`config.mk`:
```
export PLATFORM = sky130hd
export DESIGN_NAME = vdop_out
export DESIGN_NICKNAME = d
export VERILOG_FILES = /design/src/design/vdop_pkg.sv /design/src/design/vdop_lock.sv /design/src/design/vdop_out.sv
export SDC_FILE = /design/constraint.sdc
export NUM_CORES = 1
export LEC_CHECK = 0
export BUFFER_PORTS_ARGS = -buffer_cell sky130_fd_sc_hd__buf_2
export CAP_MARGIN = 15
export CORE_ASPECT_RATIO = 1.25
export CORE_MARGIN = 1
export CORE_UTILIZATION = 45
export CTS_BUF_LIST = sky130_fd_sc_hd__clkbuf_16
export CTS_CLUSTER_DIAMETER = 200
export CTS_CLUSTER_SIZE = 8
export DETAILED_ROUTE_END_ITERATION = 8
export PLACE_DENSITY_LB_ADDON = 0.05
export SETUP_SLACK_MARGIN = 0.3
export SYNTH_ARGS = -nofsm -noshare
export SYNTH_HDL_FRONTEND = slang
export SYNTH_SLANG_ARGS = --single-unit
export TNS_END_PERCENT = 10
```
`constraint.sdc`:
```
create_clock -name sys_clk_i -period 3.1 [get_ports sys_clk_i]
set_input_delay 0.155 -clock sys_clk_i [delete_from_list [all_inputs] [get_ports sys_clk_i]]
set_output_delay 0.155 -clock sys_clk_i [all_outputs]
set_load 0.005 [all_outputs]
```
`src/design/vdop_pkg.sv`:
```
package vdop_pkg;

   // Bus geometry
   localparam int WB_ADR_W = 8;
   localparam int WB_DAT_W = 32;
   localparam int WB_SEL_W = 4;
   localparam int PIX_DAT_W = 8;

   // Register word addresses (byte addresses, one aligned word each)
   localparam logic [WB_ADR_W-1:0] ADR_CTRL = 8'h00;
   localparam logic [WB_ADR_W-1:0] ADR_HS_START = 8'h04;
   localparam logic [WB_ADR_W-1:0] ADR_HS_END = 8'h08;
   localparam logic [WB_ADR_W-1:0] ADR_STATUS = 8'h0c;

   // Control register fields
   localparam int CTRL_OE_BIT = 0;
   localparam int CTRL_BURST_BIT = 1;
   localparam int CTRL_SMU_BIT = 2;
   localparam int CTRL_SRST_BIT = 3;
   localparam int CTRL_FCS_LSB = 4;
   localparam int FCS_W = 3;

   // Status register fields
   localparam int STAT_LOCK_BIT = 0;
   localparam int STAT_TRACK_BIT = 1;
   localparam int STAT_FIELD_BIT = 2;

   // Byte lane split of the 14-bit timing registers
   localparam int LANE_W = 8;

   // Sample range and line counts
   localparam logic [PIX_DAT_W-1:0] LUMA_MIN = 8'h10;
   localparam int LINE_CNT_W = 9;
   localparam logic [LINE_CNT_W-1:0] LINES_FREE_RUN = 9'h151;
   localparam int GOOD_CNT_W = 5;
   localparam logic [GOOD_CNT_W-1:0] LOCK_LINES = 5'h1e;
   localparam int MISS_CNT_W = 4;
   localparam logic [MISS_CNT_W-1:0] MISS_LIMIT_DEFAULT = 4'hc;
   localparam logic [MISS_CNT_W-1:0] MISS_LIMIT_SINGLE = 4'h1;

   // Soft reset length in clock cycles
   localparam int SRST_CNT_W = 3;
   localparam logic [SRST_CNT_W-1:0] SRST_CYCLES = 3'h4;

   // Field capture selection codes
   typedef enum logic [FCS_W-1:0] {
      VDOP_CAP_NONE = 3'b000,
      VDOP_CAP_EVERY4 = 3'b001,
      VDOP_CAP_EVERY2 = 3'b010,
      VDOP_CAP_EVERY2_ODD = 3'b011,
      VDOP_CAP_EVERY2_EVEN = 3'b100,
      VDOP_CAP_ODD = 3'b101,
      VDOP_CAP_EVEN = 3'b110,
      VDOP_CAP_ALL = 3'b111
   } vdop_cap_e;

endpackage : vdop_pkg

```
`src/design/vdop_lock.sv`:
```
`timescale 1ns/10ps
module vdop_lock (
   // Clock, reset, enable
   input wire logic sys_clk_i,
   input wire logic rst_b_i,
   input wire logic ce_i,
   // Events from the line timer
   input wire logic clr_i,
   input wire logic hsync_i,
   input wire logic miss_i,
   input wire logic single_miss_unlock_i,
   // Lock state
   output logic locked_o,
   output logic tracking_o
);
   import vdop_pkg::*;

   typedef struct packed {
      logic [GOOD_CNT_W-1:0] good_cnt;
      logic [MISS_CNT_W-1:0] miss_cnt;
      logic locked;
      logic tracking;
   } vdop_lock_s;

   vdop_lock_s s;
   vdop_lock_s next_s;
   logic [MISS_CNT_W-1:0] miss_limit;

   // Miss limit follows the unlock setting
   assign miss_limit = single_miss_unlock_i ? MISS_LIMIT_SINGLE : MISS_LIMIT_DEFAULT;

   // Good syncs build lock, missing syncs tear it down
   always_comb begin
      next_s = s;
      if (clr_i) begin
         next_s = '0;
      end else if (hsync_i) begin
         next_s.miss_cnt = '0;
         next_s.tracking = 1'b1;
         if (s.good_cnt != LOCK_LINES) begin
            next_s.good_cnt = s.good_cnt + 1'b1;
         end
         if (s.good_cnt == LOCK_LINES - 1'b1) begin
            next_s.locked = 1'b1;
         end
      end else if (miss_i && s.tracking) begin
         // Only count misses while a reference exists; free-run lines while not tracking are not misses
         if (s.miss_cnt + 1'b1 >= miss_limit) begin
            next_s = '0;
         end else begin
            next_s.miss_cnt = s.miss_cnt + 1'b1;
         end
      end
   end

   always_ff @(posedge sys_clk_i) begin
      if (!rst_b_i) begin
         s <= '0;
      end else if (ce_i) begin
         s <= next_s;
      end
   end

   assign locked_o = s.locked;
   assign tracking_o = s.tracking;
endmodule : vdop_lock

```
`src/design/vdop_out.sv`:
```
// Local design decisions: the placing of the registers and the Wishbone register port.
`timescale 1ns/10ps
// How it works
// - Chroma bus passes full 0..255 unsigned codes
// - Chroma alternates Cb/Cr, each line starts Cb
// - Luma samples clamped to 16..255 unsigned; burst chroma bytes on the luma bus are not
// - Valid strobe high exactly with sample data
// - Control outputs float after hard/soft reset
// - Line sync from hsync, else counter overflow
// - Software sets line sync start and end
// - Frame sync from vsync, else line overflow
// - Field pin low odd, high even
// - No vsync: field toggles after 337 lines
// - Active flag high during active line samples
// - Burst mode holds active flag high
// - Active flag free-running, clocked, capture-independent
// - Lock lost within twelve missing syncs default
// - Lock reached about thirty lines after acquisition
// - Drive enable gates all pixel port pins, not the Wishbone outputs; resets clear
// - Mode bit: set burst 8-bit, clear 16-bit
// - Single-miss bit drops lock after one miss
// - All outputs change on master clock
module vdop_out #(
   parameter int LINE_CYCLES = 7944,
   parameter int PIX_W = 14
) (
   // Clock, reset, enable
   input wire logic sys_clk_i,
   input wire logic rst_b_i,
   input wire logic ce_i,
   // Wishbone slave
   input wire logic wb_cyc_i,
   input wire logic wb_stb_i,
   input wire logic wb_we_i,
   input wire logic [vdop_pkg::WB_ADR_W-1:0] wb_adr_i,
   input wire logic [vdop_pkg::WB_SEL_W-1:0] wb_sel_i,
   input wire logic [vdop_pkg::WB_DAT_W-1:0] wb_dat_i,
   output logic [vdop_pkg::WB_DAT_W-1:0] wb_dat_o,
   output logic wb_ack_o,
   // Decoded video from the decoder core
   input wire logic [vdop_pkg::PIX_DAT_W-1:0] luma_i,
   input wire logic [vdop_pkg::PIX_DAT_W-1:0] cb_i,
   input wire logic [vdop_pkg::PIX_DAT_W-1:0] cr_i,
   input wire logic sample_valid_i,
   input wire logic active_i,
   input wire logic hsync_det_i,
   input wire logic vsync_det_i,
   input wire logic vsync_even_i,
   // Pixel port pins
   output logic [vdop_pkg::PIX_DAT_W-1:0] luma_o,
   output logic luma_oe_o,
   output logic [vdop_pkg::PIX_DAT_W-1:0] chroma_sample_bus_o,
   output logic chroma_sample_bus_oe_o,
   output logic output_valid_strobe_o,
   output logic output_valid_strobe_oe_o,
   output logic line_sync_o,
   output logic line_sync_oe_o,
   output logic frame_sync_o,
   output logic frame_sync_oe_o,
   output logic field_o,
   output logic field_oe_o,
   output logic active_o,
   output logic active_oe_o
);
   import vdop_pkg::*;

   localparam logic [PIX_W-1:0] LINE_LAST = PIX_W'(LINE_CYCLES - 1);
   localparam logic [PIX_W-1:0] HS_START_RST = 14'h0000;
   localparam logic [PIX_W-1:0] HS_END_RST = 14'h0100;

   typedef struct packed {
      logic oe;
      logic burst;
      logic smu;
      vdop_cap_e fcs;
      logic [PIX_W-1:0] hs_start;
      logic [PIX_W-1:0] hs_end;
      logic [SRST_CNT_W-1:0] srst_cnt;
      logic ack;
      logic [WB_DAT_W-1:0] rdata;
      logic [PIX_W-1:0] pix_cnt;
      logic [LINE_CNT_W-1:0] line_cnt;
      logic [1:0] field_seq;
      logic phase;
      logic pend;
      logic [PIX_DAT_W-1:0] pend_luma;
      logic [PIX_DAT_W-1:0] luma;
      logic [PIX_DAT_W-1:0] chroma;
      logic valid;
      logic lsync;
      logic fsync;
      logic field;
      logic active;
   } vdop_state_s;

   function automatic vdop_state_s rst_state();
      vdop_state_s r;
      r = '0;
      r.hs_start = HS_START_RST;
      r.hs_end = HS_END_RST;
      return r;
   endfunction : rst_state

   // Field capture decision for the field being output
   function automatic logic cap_ok(input vdop_cap_e fcs, input logic field, input logic [1:0] seq);
      logic ok;
      ok = 1'b0;
      case (fcs)
         VDOP_CAP_NONE: ok = 1'b0;
         VDOP_CAP_EVERY4: ok = (seq == 2'h0);
         VDOP_CAP_EVERY2: ok = !seq[0];
         VDOP_CAP_EVERY2_ODD: ok = !field && !seq[1];
         VDOP_CAP_EVERY2_EVEN: ok = field && !seq[1];
         VDOP_CAP_ODD: ok = !field;
         VDOP_CAP_EVEN: ok = field;
         VDOP_CAP_ALL: ok = 1'b1;
         default: ok = 1'b0;
      endcase
      return ok;
   endfunction : cap_ok

   // Keep luma codes out of the sync range
   function automatic logic [PIX_DAT_W-1:0] clamp_luma(input logic [PIX_DAT_W-1:0] y);
      return (y < LUMA_MIN) ? LUMA_MIN : y;
   endfunction : clamp_luma

   vdop_state_s s;
   vdop_state_s next_s;
   logic line_start;
   logic line_miss;
   logic srst_active;
   logic bus_req;
   logic capture;
   logic phase_use;
   logic locked;
   logic tracking;

   // Line ends on a detected sync, or on counter overflow when none comes
   assign line_start = hsync_det_i || (s.pix_cnt == LINE_LAST);
   assign line_miss = !hsync_det_i && (s.pix_cnt == LINE_LAST);
   assign srst_active = (s.srst_cnt != '0);
   assign bus_req = wb_cyc_i && wb_stb_i && !s.ack;
   assign capture = cap_ok(s.fcs, s.field, s.field_seq);
   // A sample in the line's first cycle already takes the Cb slot
   assign phase_use = line_start ? 1'b0 : s.phase;

   vdop_lock u_lock (
      .sys_clk_i(sys_clk_i),
      .rst_b_i(rst_b_i),
      .ce_i(ce_i),
      .clr_i(srst_active),
      .hsync_i(hsync_det_i),
      .miss_i(line_miss),
      .single_miss_unlock_i(s.smu),
      .locked_o(locked),
      .tracking_o(tracking)
   );

   // Next-state logic for bus, timing and sample path
   always_comb begin
      next_s = s;
      // Wishbone: one-cycle answer, ack drops the cycle after
      next_s.ack = bus_req;
      next_s.rdata = '0;
      if (bus_req && wb_we_i) begin
         if (wb_adr_i == ADR_CTRL) begin
            if (wb_sel_i[0]) begin
               next_s.oe = wb_dat_i[CTRL_OE_BIT];
               next_s.burst = wb_dat_i[CTRL_BURST_BIT];
               next_s.smu = wb_dat_i[CTRL_SMU_BIT];
               next_s.fcs = vdop_cap_e'(wb_dat_i[CTRL_FCS_LSB +: FCS_W]);
               if (wb_dat_i[CTRL_SRST_BIT]) begin
                  next_s.srst_cnt = SRST_CYCLES;
               end
            end
         end else if (wb_adr_i == ADR_HS_START) begin
            if (wb_sel_i[0]) begin
               next_s.hs_start[LANE_W-1:0] = wb_dat_i[LANE_W-1:0];
            end
            if (wb_sel_i[1]) begin
               next_s.hs_start[PIX_W-1:LANE_W] = wb_dat_i[PIX_W-1:LANE_W];
            end
         end else if (wb_adr_i == ADR_HS_END) begin
            if (wb_sel_i[0]) begin
               next_s.hs_end[LANE_W-1:0] = wb_dat_i[LANE_W-1:0];
            end
            if (wb_sel_i[1]) begin
               next_s.hs_end[PIX_W-1:LANE_W] = wb_dat_i[PIX_W-1:LANE_W];
            end
         end
      end else if (bus_req) begin
         if (wb_adr_i == ADR_CTRL) begin
            next_s.rdata[CTRL_OE_BIT] = s.oe;
            next_s.rdata[CTRL_BURST_BIT] = s.burst;
            next_s.rdata[CTRL_SMU_BIT] = s.smu;
            next_s.rdata[CTRL_SRST_BIT] = srst_active;
            next_s.rdata[CTRL_FCS_LSB +: FCS_W] = s.fcs;
         end else if (wb_adr_i == ADR_HS_START) begin
            next_s.rdata[PIX_W-1:0] = s.hs_start;
         end else if (wb_adr_i == ADR_HS_END) begin
            next_s.rdata[PIX_W-1:0] = s.hs_end;
         end else if (wb_adr_i == ADR_STATUS) begin
            next_s.rdata[STAT_LOCK_BIT] = locked;
            next_s.rdata[STAT_TRACK_BIT] = tracking;
            next_s.rdata[STAT_FIELD_BIT] = s.field;
         end
      end

      // Pixel counter restarts each line, hsync or free-run
      next_s.pix_cnt = line_start ? '0 : s.pix_cnt + 1'b1;
      // Registered window compare; a window with end not after start stays low
      next_s.lsync = (s.pix_cnt >= s.hs_start) && (s.pix_cnt < s.hs_end);

      // Field and frame timing; a detected vsync outranks the free-run count
      if (vsync_det_i) begin
         next_s.field = vsync_even_i;
         next_s.line_cnt = '0;
         next_s.field_seq = s.field_seq + 1'b1;
         next_s.fsync = 1'b1;
      end else if (line_start) begin
         next_s.fsync = 1'b0;
         if (s.line_cnt == LINES_FREE_RUN - 1'b1) begin
            next_s.field = !s.field;
            next_s.line_cnt = '0;
            next_s.field_seq = s.field_seq + 1'b1;
            next_s.fsync = 1'b1;
         end else begin
            next_s.line_cnt = s.line_cnt + 1'b1;
         end
      end

      // Sample path; phase runs even for skipped fields so Cb stays first
      next_s.valid = 1'b0;
      if (line_start) begin
         next_s.phase = 1'b0;
      end
      if (sample_valid_i) begin
         next_s.phase = !phase_use;
      end
      if (s.burst) begin
         // Burst: chroma byte then its luma on one bus; a sample during the luma byte is dropped
         if (s.pend) begin
            next_s.luma = s.pend_luma;
            next_s.valid = 1'b1;
            next_s.pend = 1'b0;
         end else if (sample_valid_i && capture) begin
            next_s.luma = phase_use ? cr_i : cb_i;
            next_s.valid = 1'b1;
            next_s.pend = 1'b1;
            next_s.pend_luma = clamp_luma(luma_i);
         end
      end else begin
         next_s.pend = 1'b0;
         if (sample_valid_i && capture) begin
            next_s.luma = clamp_luma(luma_i);
            next_s.chroma = phase_use ? cr_i : cb_i;
            next_s.valid = 1'b1;
         end
      end
      // Active flag runs whatever the capture setting
      next_s.active = s.burst ? 1'b1 : active_i;

      // Soft reset returns everything but the bus ack and its own countdown to reset values; read data returns zero
      if (srst_active) begin
         next_s = rst_state();
         next_s.ack = bus_req;
         next_s.srst_cnt = s.srst_cnt - 1'b1;
      end
   end

   // Single register stage; every pin leaves a flip-flop on the master clock
   always_ff @(posedge sys_clk_i) begin
      if (!rst_b_i) begin
         s <= rst_state();
      end else if (ce_i) begin
         s <= next_s;
      end
   end

   // Pin drivers straight from state
   assign wb_dat_o = s.rdata;
   assign wb_ack_o = s.ack;
   assign luma_o = s.luma;
   assign chroma_sample_bus_o = s.chroma;
   assign output_valid_strobe_o = s.valid;
   assign line_sync_o = s.lsync;
   assign frame_sync_o = s.fsync;
   assign field_o = s.field;
   assign active_o = s.active;
   // One enable flop drives every pin enable
   assign luma_oe_o = s.oe;
   assign chroma_sample_bus_oe_o = s.oe;
   assign output_valid_strobe_oe_o = s.oe;
   assign line_sync_oe_o = s.oe;
   assign frame_sync_oe_o = s.oe;
   assign field_oe_o = s.oe;
   assign active_oe_o = s.oe;
endmodule : vdop_out

```
==> flow_summary_export.csv <==
group,metric,value,unit
route,drtAntennaViolNets,0,
global_routing,antenna_found_initial,0,
route,drc_errors,8,
route,vias,6096,
route,routedWlPerCell,17.8,µm
sta,slew_headroom,0.417,
route,wl_met1,8100,µm
setup_path,worst_setup_path_start_kind,"flip-flop",
yosys,async_flop_share,0,
power,combPwrFrac,0.062,
setup_path,cp.arrival,2920,ps
setup_path,crit_fanout,39,
yosys,synth_top_cell_area_share,0.355,
yosys,synth_flop_cell,"dfxtp_1",
run,cap_violations,0,
sta,rsz0062_at_grt,"no",
cells_and_area,finalNetCount,985,
yosys,syn_avg_cell_area,8.46,µm²
yosys,ys_seq_area_frac,0.355,
cts,cts.path.max_buffers,2,
yosys,synth_edf_count,0,
sta,setup_tns,0,ps
sta,fmax,0.391,GHz
cells_and_area,drive_above_1_share,0.181,
floorplan,rows,49,
route,finalWirelength,18900,µm
floorplan,dieArea,15400,µm²
route,highest_layer,"met4",
cells_and_area,seq_area,2380,µm²
cts,cts_tree,"built",
power,internal-power,3.14,mW
cts,clock_latency,420,ps
global_routing,grt_pass1_vias,5981,
sta,hold_viol_final,0,
global_routing,grt_pass1_wl,30200,µm
floorplan,coreArea,14500,µm²
route,drt_iter0_drc,459,
sta,finalMaxSlewViolations,0,
yosys,yosysWarnings,0,
cts,cts_root_buffer,"clkbuf_16",
placement,dp.final_hpwl,13800,µm
yosys,synth_seq_cells,119,
power,vdd_drop_max,340,µV
global_routing,grt_remaining_overflow,0,
placement,place_congestion,0.825,
power,powerDensity,514,nW/µm²
route,dr_wl_met2,9400,µm
cells_and_area,multiInputGateArea,3650,µm²
power,clock_power_share,0.555,
floorplan,start_util,0.464,
power,p_sw,904,µW
sta,finalCritPeriodShare,0.825,
floorplan,die_x,111,µm
cts,clock-sinks,119,
power,p_total,4.05,mW
cts,cts_buffers,17,
worst_hold_path,hp-class,"input port to flip-flop",
placement,portBuffers,101,
cts,clk_pin_slew,60,ps
route,drt_first_pass_iters,7,
sta,skew,5.78,ps
power,seqPwrFrac,0.383,
global_routing,grt_usage,0.247,
power,p_leak,3.29,nW
floorplan,num_io_pins,140,
setup_path,cp.required,3470,ps
yosys,netlist_area,6710,µm²
global_routing,grt_max_degree,40,
setup_path,rrSetupSlack,540,ps
yosys,yosysUniqueCellTypes,70,
floorplan,fp.dieH,139,µm
run_status,violations,"DRC",
cells_and_area,diodes,0,
setup_path,critical_path_class,"flip-flop to flip-flop",
sta,tightestPinTransition,871,ps
sta,finalSetupViolations,0,
cells_and_area,fin_util,0.544,
power,p_sw_frac,0.223,
route,wl_met3,909,µm
sta,fin_crit,2560,ps
cells_and_area,nFillCells,1381,
cts,h-tree-depth,4,
setup_path,setup.worst_path.end_class,"flip-flop",
yosys,synth_top_area_cell,"dfxtp_1",
cells_and_area,syn_to_final_growth,17.3,%
route,vias_per_cell,5.76,
yosys,yosys-top-cells-area,"dfxtp_1 (35%), ha_1 (7.3%), buf_4 (6.0%)",
yosys,synthesis.instances,794,
run_status,status,"finished, violations left",
synth_stat cells, types with 4 or more instances:
master / instances
a211oi_1: 4
a21o_1: 5
a21oi_1: 51
a22o_1: 24
a22oi_1: 9
a31oi_1: 10
a32o_1: 12
and2_1: 5
and3_1: 9
buf_1: 7
buf_4: 54
clkbuf_1: 27
dfxtp_1: 119
ha_1: 39
inv_1: 50
mux2i_1: 24
nand2_1: 60
nand2b_1: 9
nand3_1: 22
nand4_1: 30
nor2_1: 53
nor2b_1: 7
nor3_1: 9
nor4b_1: 4
o2111ai_1: 7
o211ai_1: 8
o21a_1: 7
o21ai_0: 34
o221ai_1: 4
o22ai_1: 18
or3_1: 4
xor2_1: 13
power by group through the flow:
stage               sequential, mW  combinational, mW  clock, mW
finish                        1.55              0.251       2.24
global route                  1.55              0.274       2.35
CTS                           1.55              0.247       2.28
detailed placement            1.59              0.230          0
global placement              1.58              0.226          0
floorplan                     1.58              0.145          0
sequential cells by signal (all words and copies together), names as in the netlist, 8 cells and up:
name / flops
s: 71
chroma_sample_bus_o: 8
luma_o: 8
u_lock.s: 9
wb_dat_o: 14
cell usage in the layout (no fill, tap or decap), types with 8 or more instances in the layout:
master	netlist	routed
conb_1	1	18
a22oi_1	9	9
ha_1	39	39
o211ai_1	8	8
buf_2	3	102
o22ai_1	18	18
xor2_1	13	13
dfxtp_1	119	119
clkbuf_16	0	17
a31oi_1	10	10
a21oi_1	51	51
a32o_1	12	12
nand2b_1	9	9
nor2_1	53	53
nand3_1	22	22
mux2i_1	24	24
nand2_1	60	60
nand4_1	30	30
inv_1	50	50
o21ai_0	34	34
dlygate4sd3_1	0	16
buf_4	54	11
and3_1	9	9
a22o_1	24	24
nor3_1	9	9
final cells by class:
cell class                 count  area share
inverter                      52      0.0248
timing repair buffer         129      0.0957
clock buffer                  17      0.0540
multi-input combinational    548       0.463
tap                          178      0.0283
clock inverter                15      0.0315
sequential                   119       0.303
metal layers:
metal / global-route usage / up-vias
met3: 0.0450 / 29
met2: 0.428 / 181
met1: 0.303 / 2915
met4: 0.100 / 0
met5: 0 / -
li1: - / 2971
through the flow:
| stage | worst slack (ps) | instance area (µm²) | hold slack (ps) | std cells |
|---|---|---|---|---|
| after floorplan | 973 | 6780 | 281 | 811 |
| after global placement | 489 | 7030 | 385 | 1009 |
| after detailed placement | 364 | 7030 | 393 | 1009 |
| after CTS | 360 | 7860 | 3.25 | 1057 |
| after global routing | 433 | 7870 | 18.9 | 1058 |
| final | 544 | 7870 | 16.7 | 1058 |
worst max-delay path, stage by stage (launching register included):
cell     delay (ps)
dfxtp_1         320
nor2_1          100
ha_1            170
buf_4           400
inv_1           270
nand2_1         210
nand2_1         100
a31oi_1         670
a22o_1          250
what timing repair did:
item	CTS	global route
endpoints found under the hold margin	16	0
setup endpoints to repair	0	1
setup buffers	0	0
gates resized for setup	0	1
hold buffers	16	0
worst paths after layout:
check	startpoint	end	cells after the start
setup reg to reg	s[89]	s[95]	8
hold reg to reg	luma_o[7]	luma_o[7]	1
hold / removal	wb_dat_i[8]	s[100]	3
setup / recovery	s[89]	s[95]	8
cells by family after synthesis:
logic type               count (synthesis)  synth area share
AO/OA/AOI/OAI                          215             0.219
other                                    1          0.000559
flip-flops                             119             0.355
XOR/XNOR                                16            0.0209
adder cells (fa/ha/maj)                 39            0.0727
buffers and inverters                  144             0.112
multiplexers                            27            0.0408
AND/OR/NAND/NOR                        233             0.179
No activity file was read; power rests on OpenSTA's default activity.
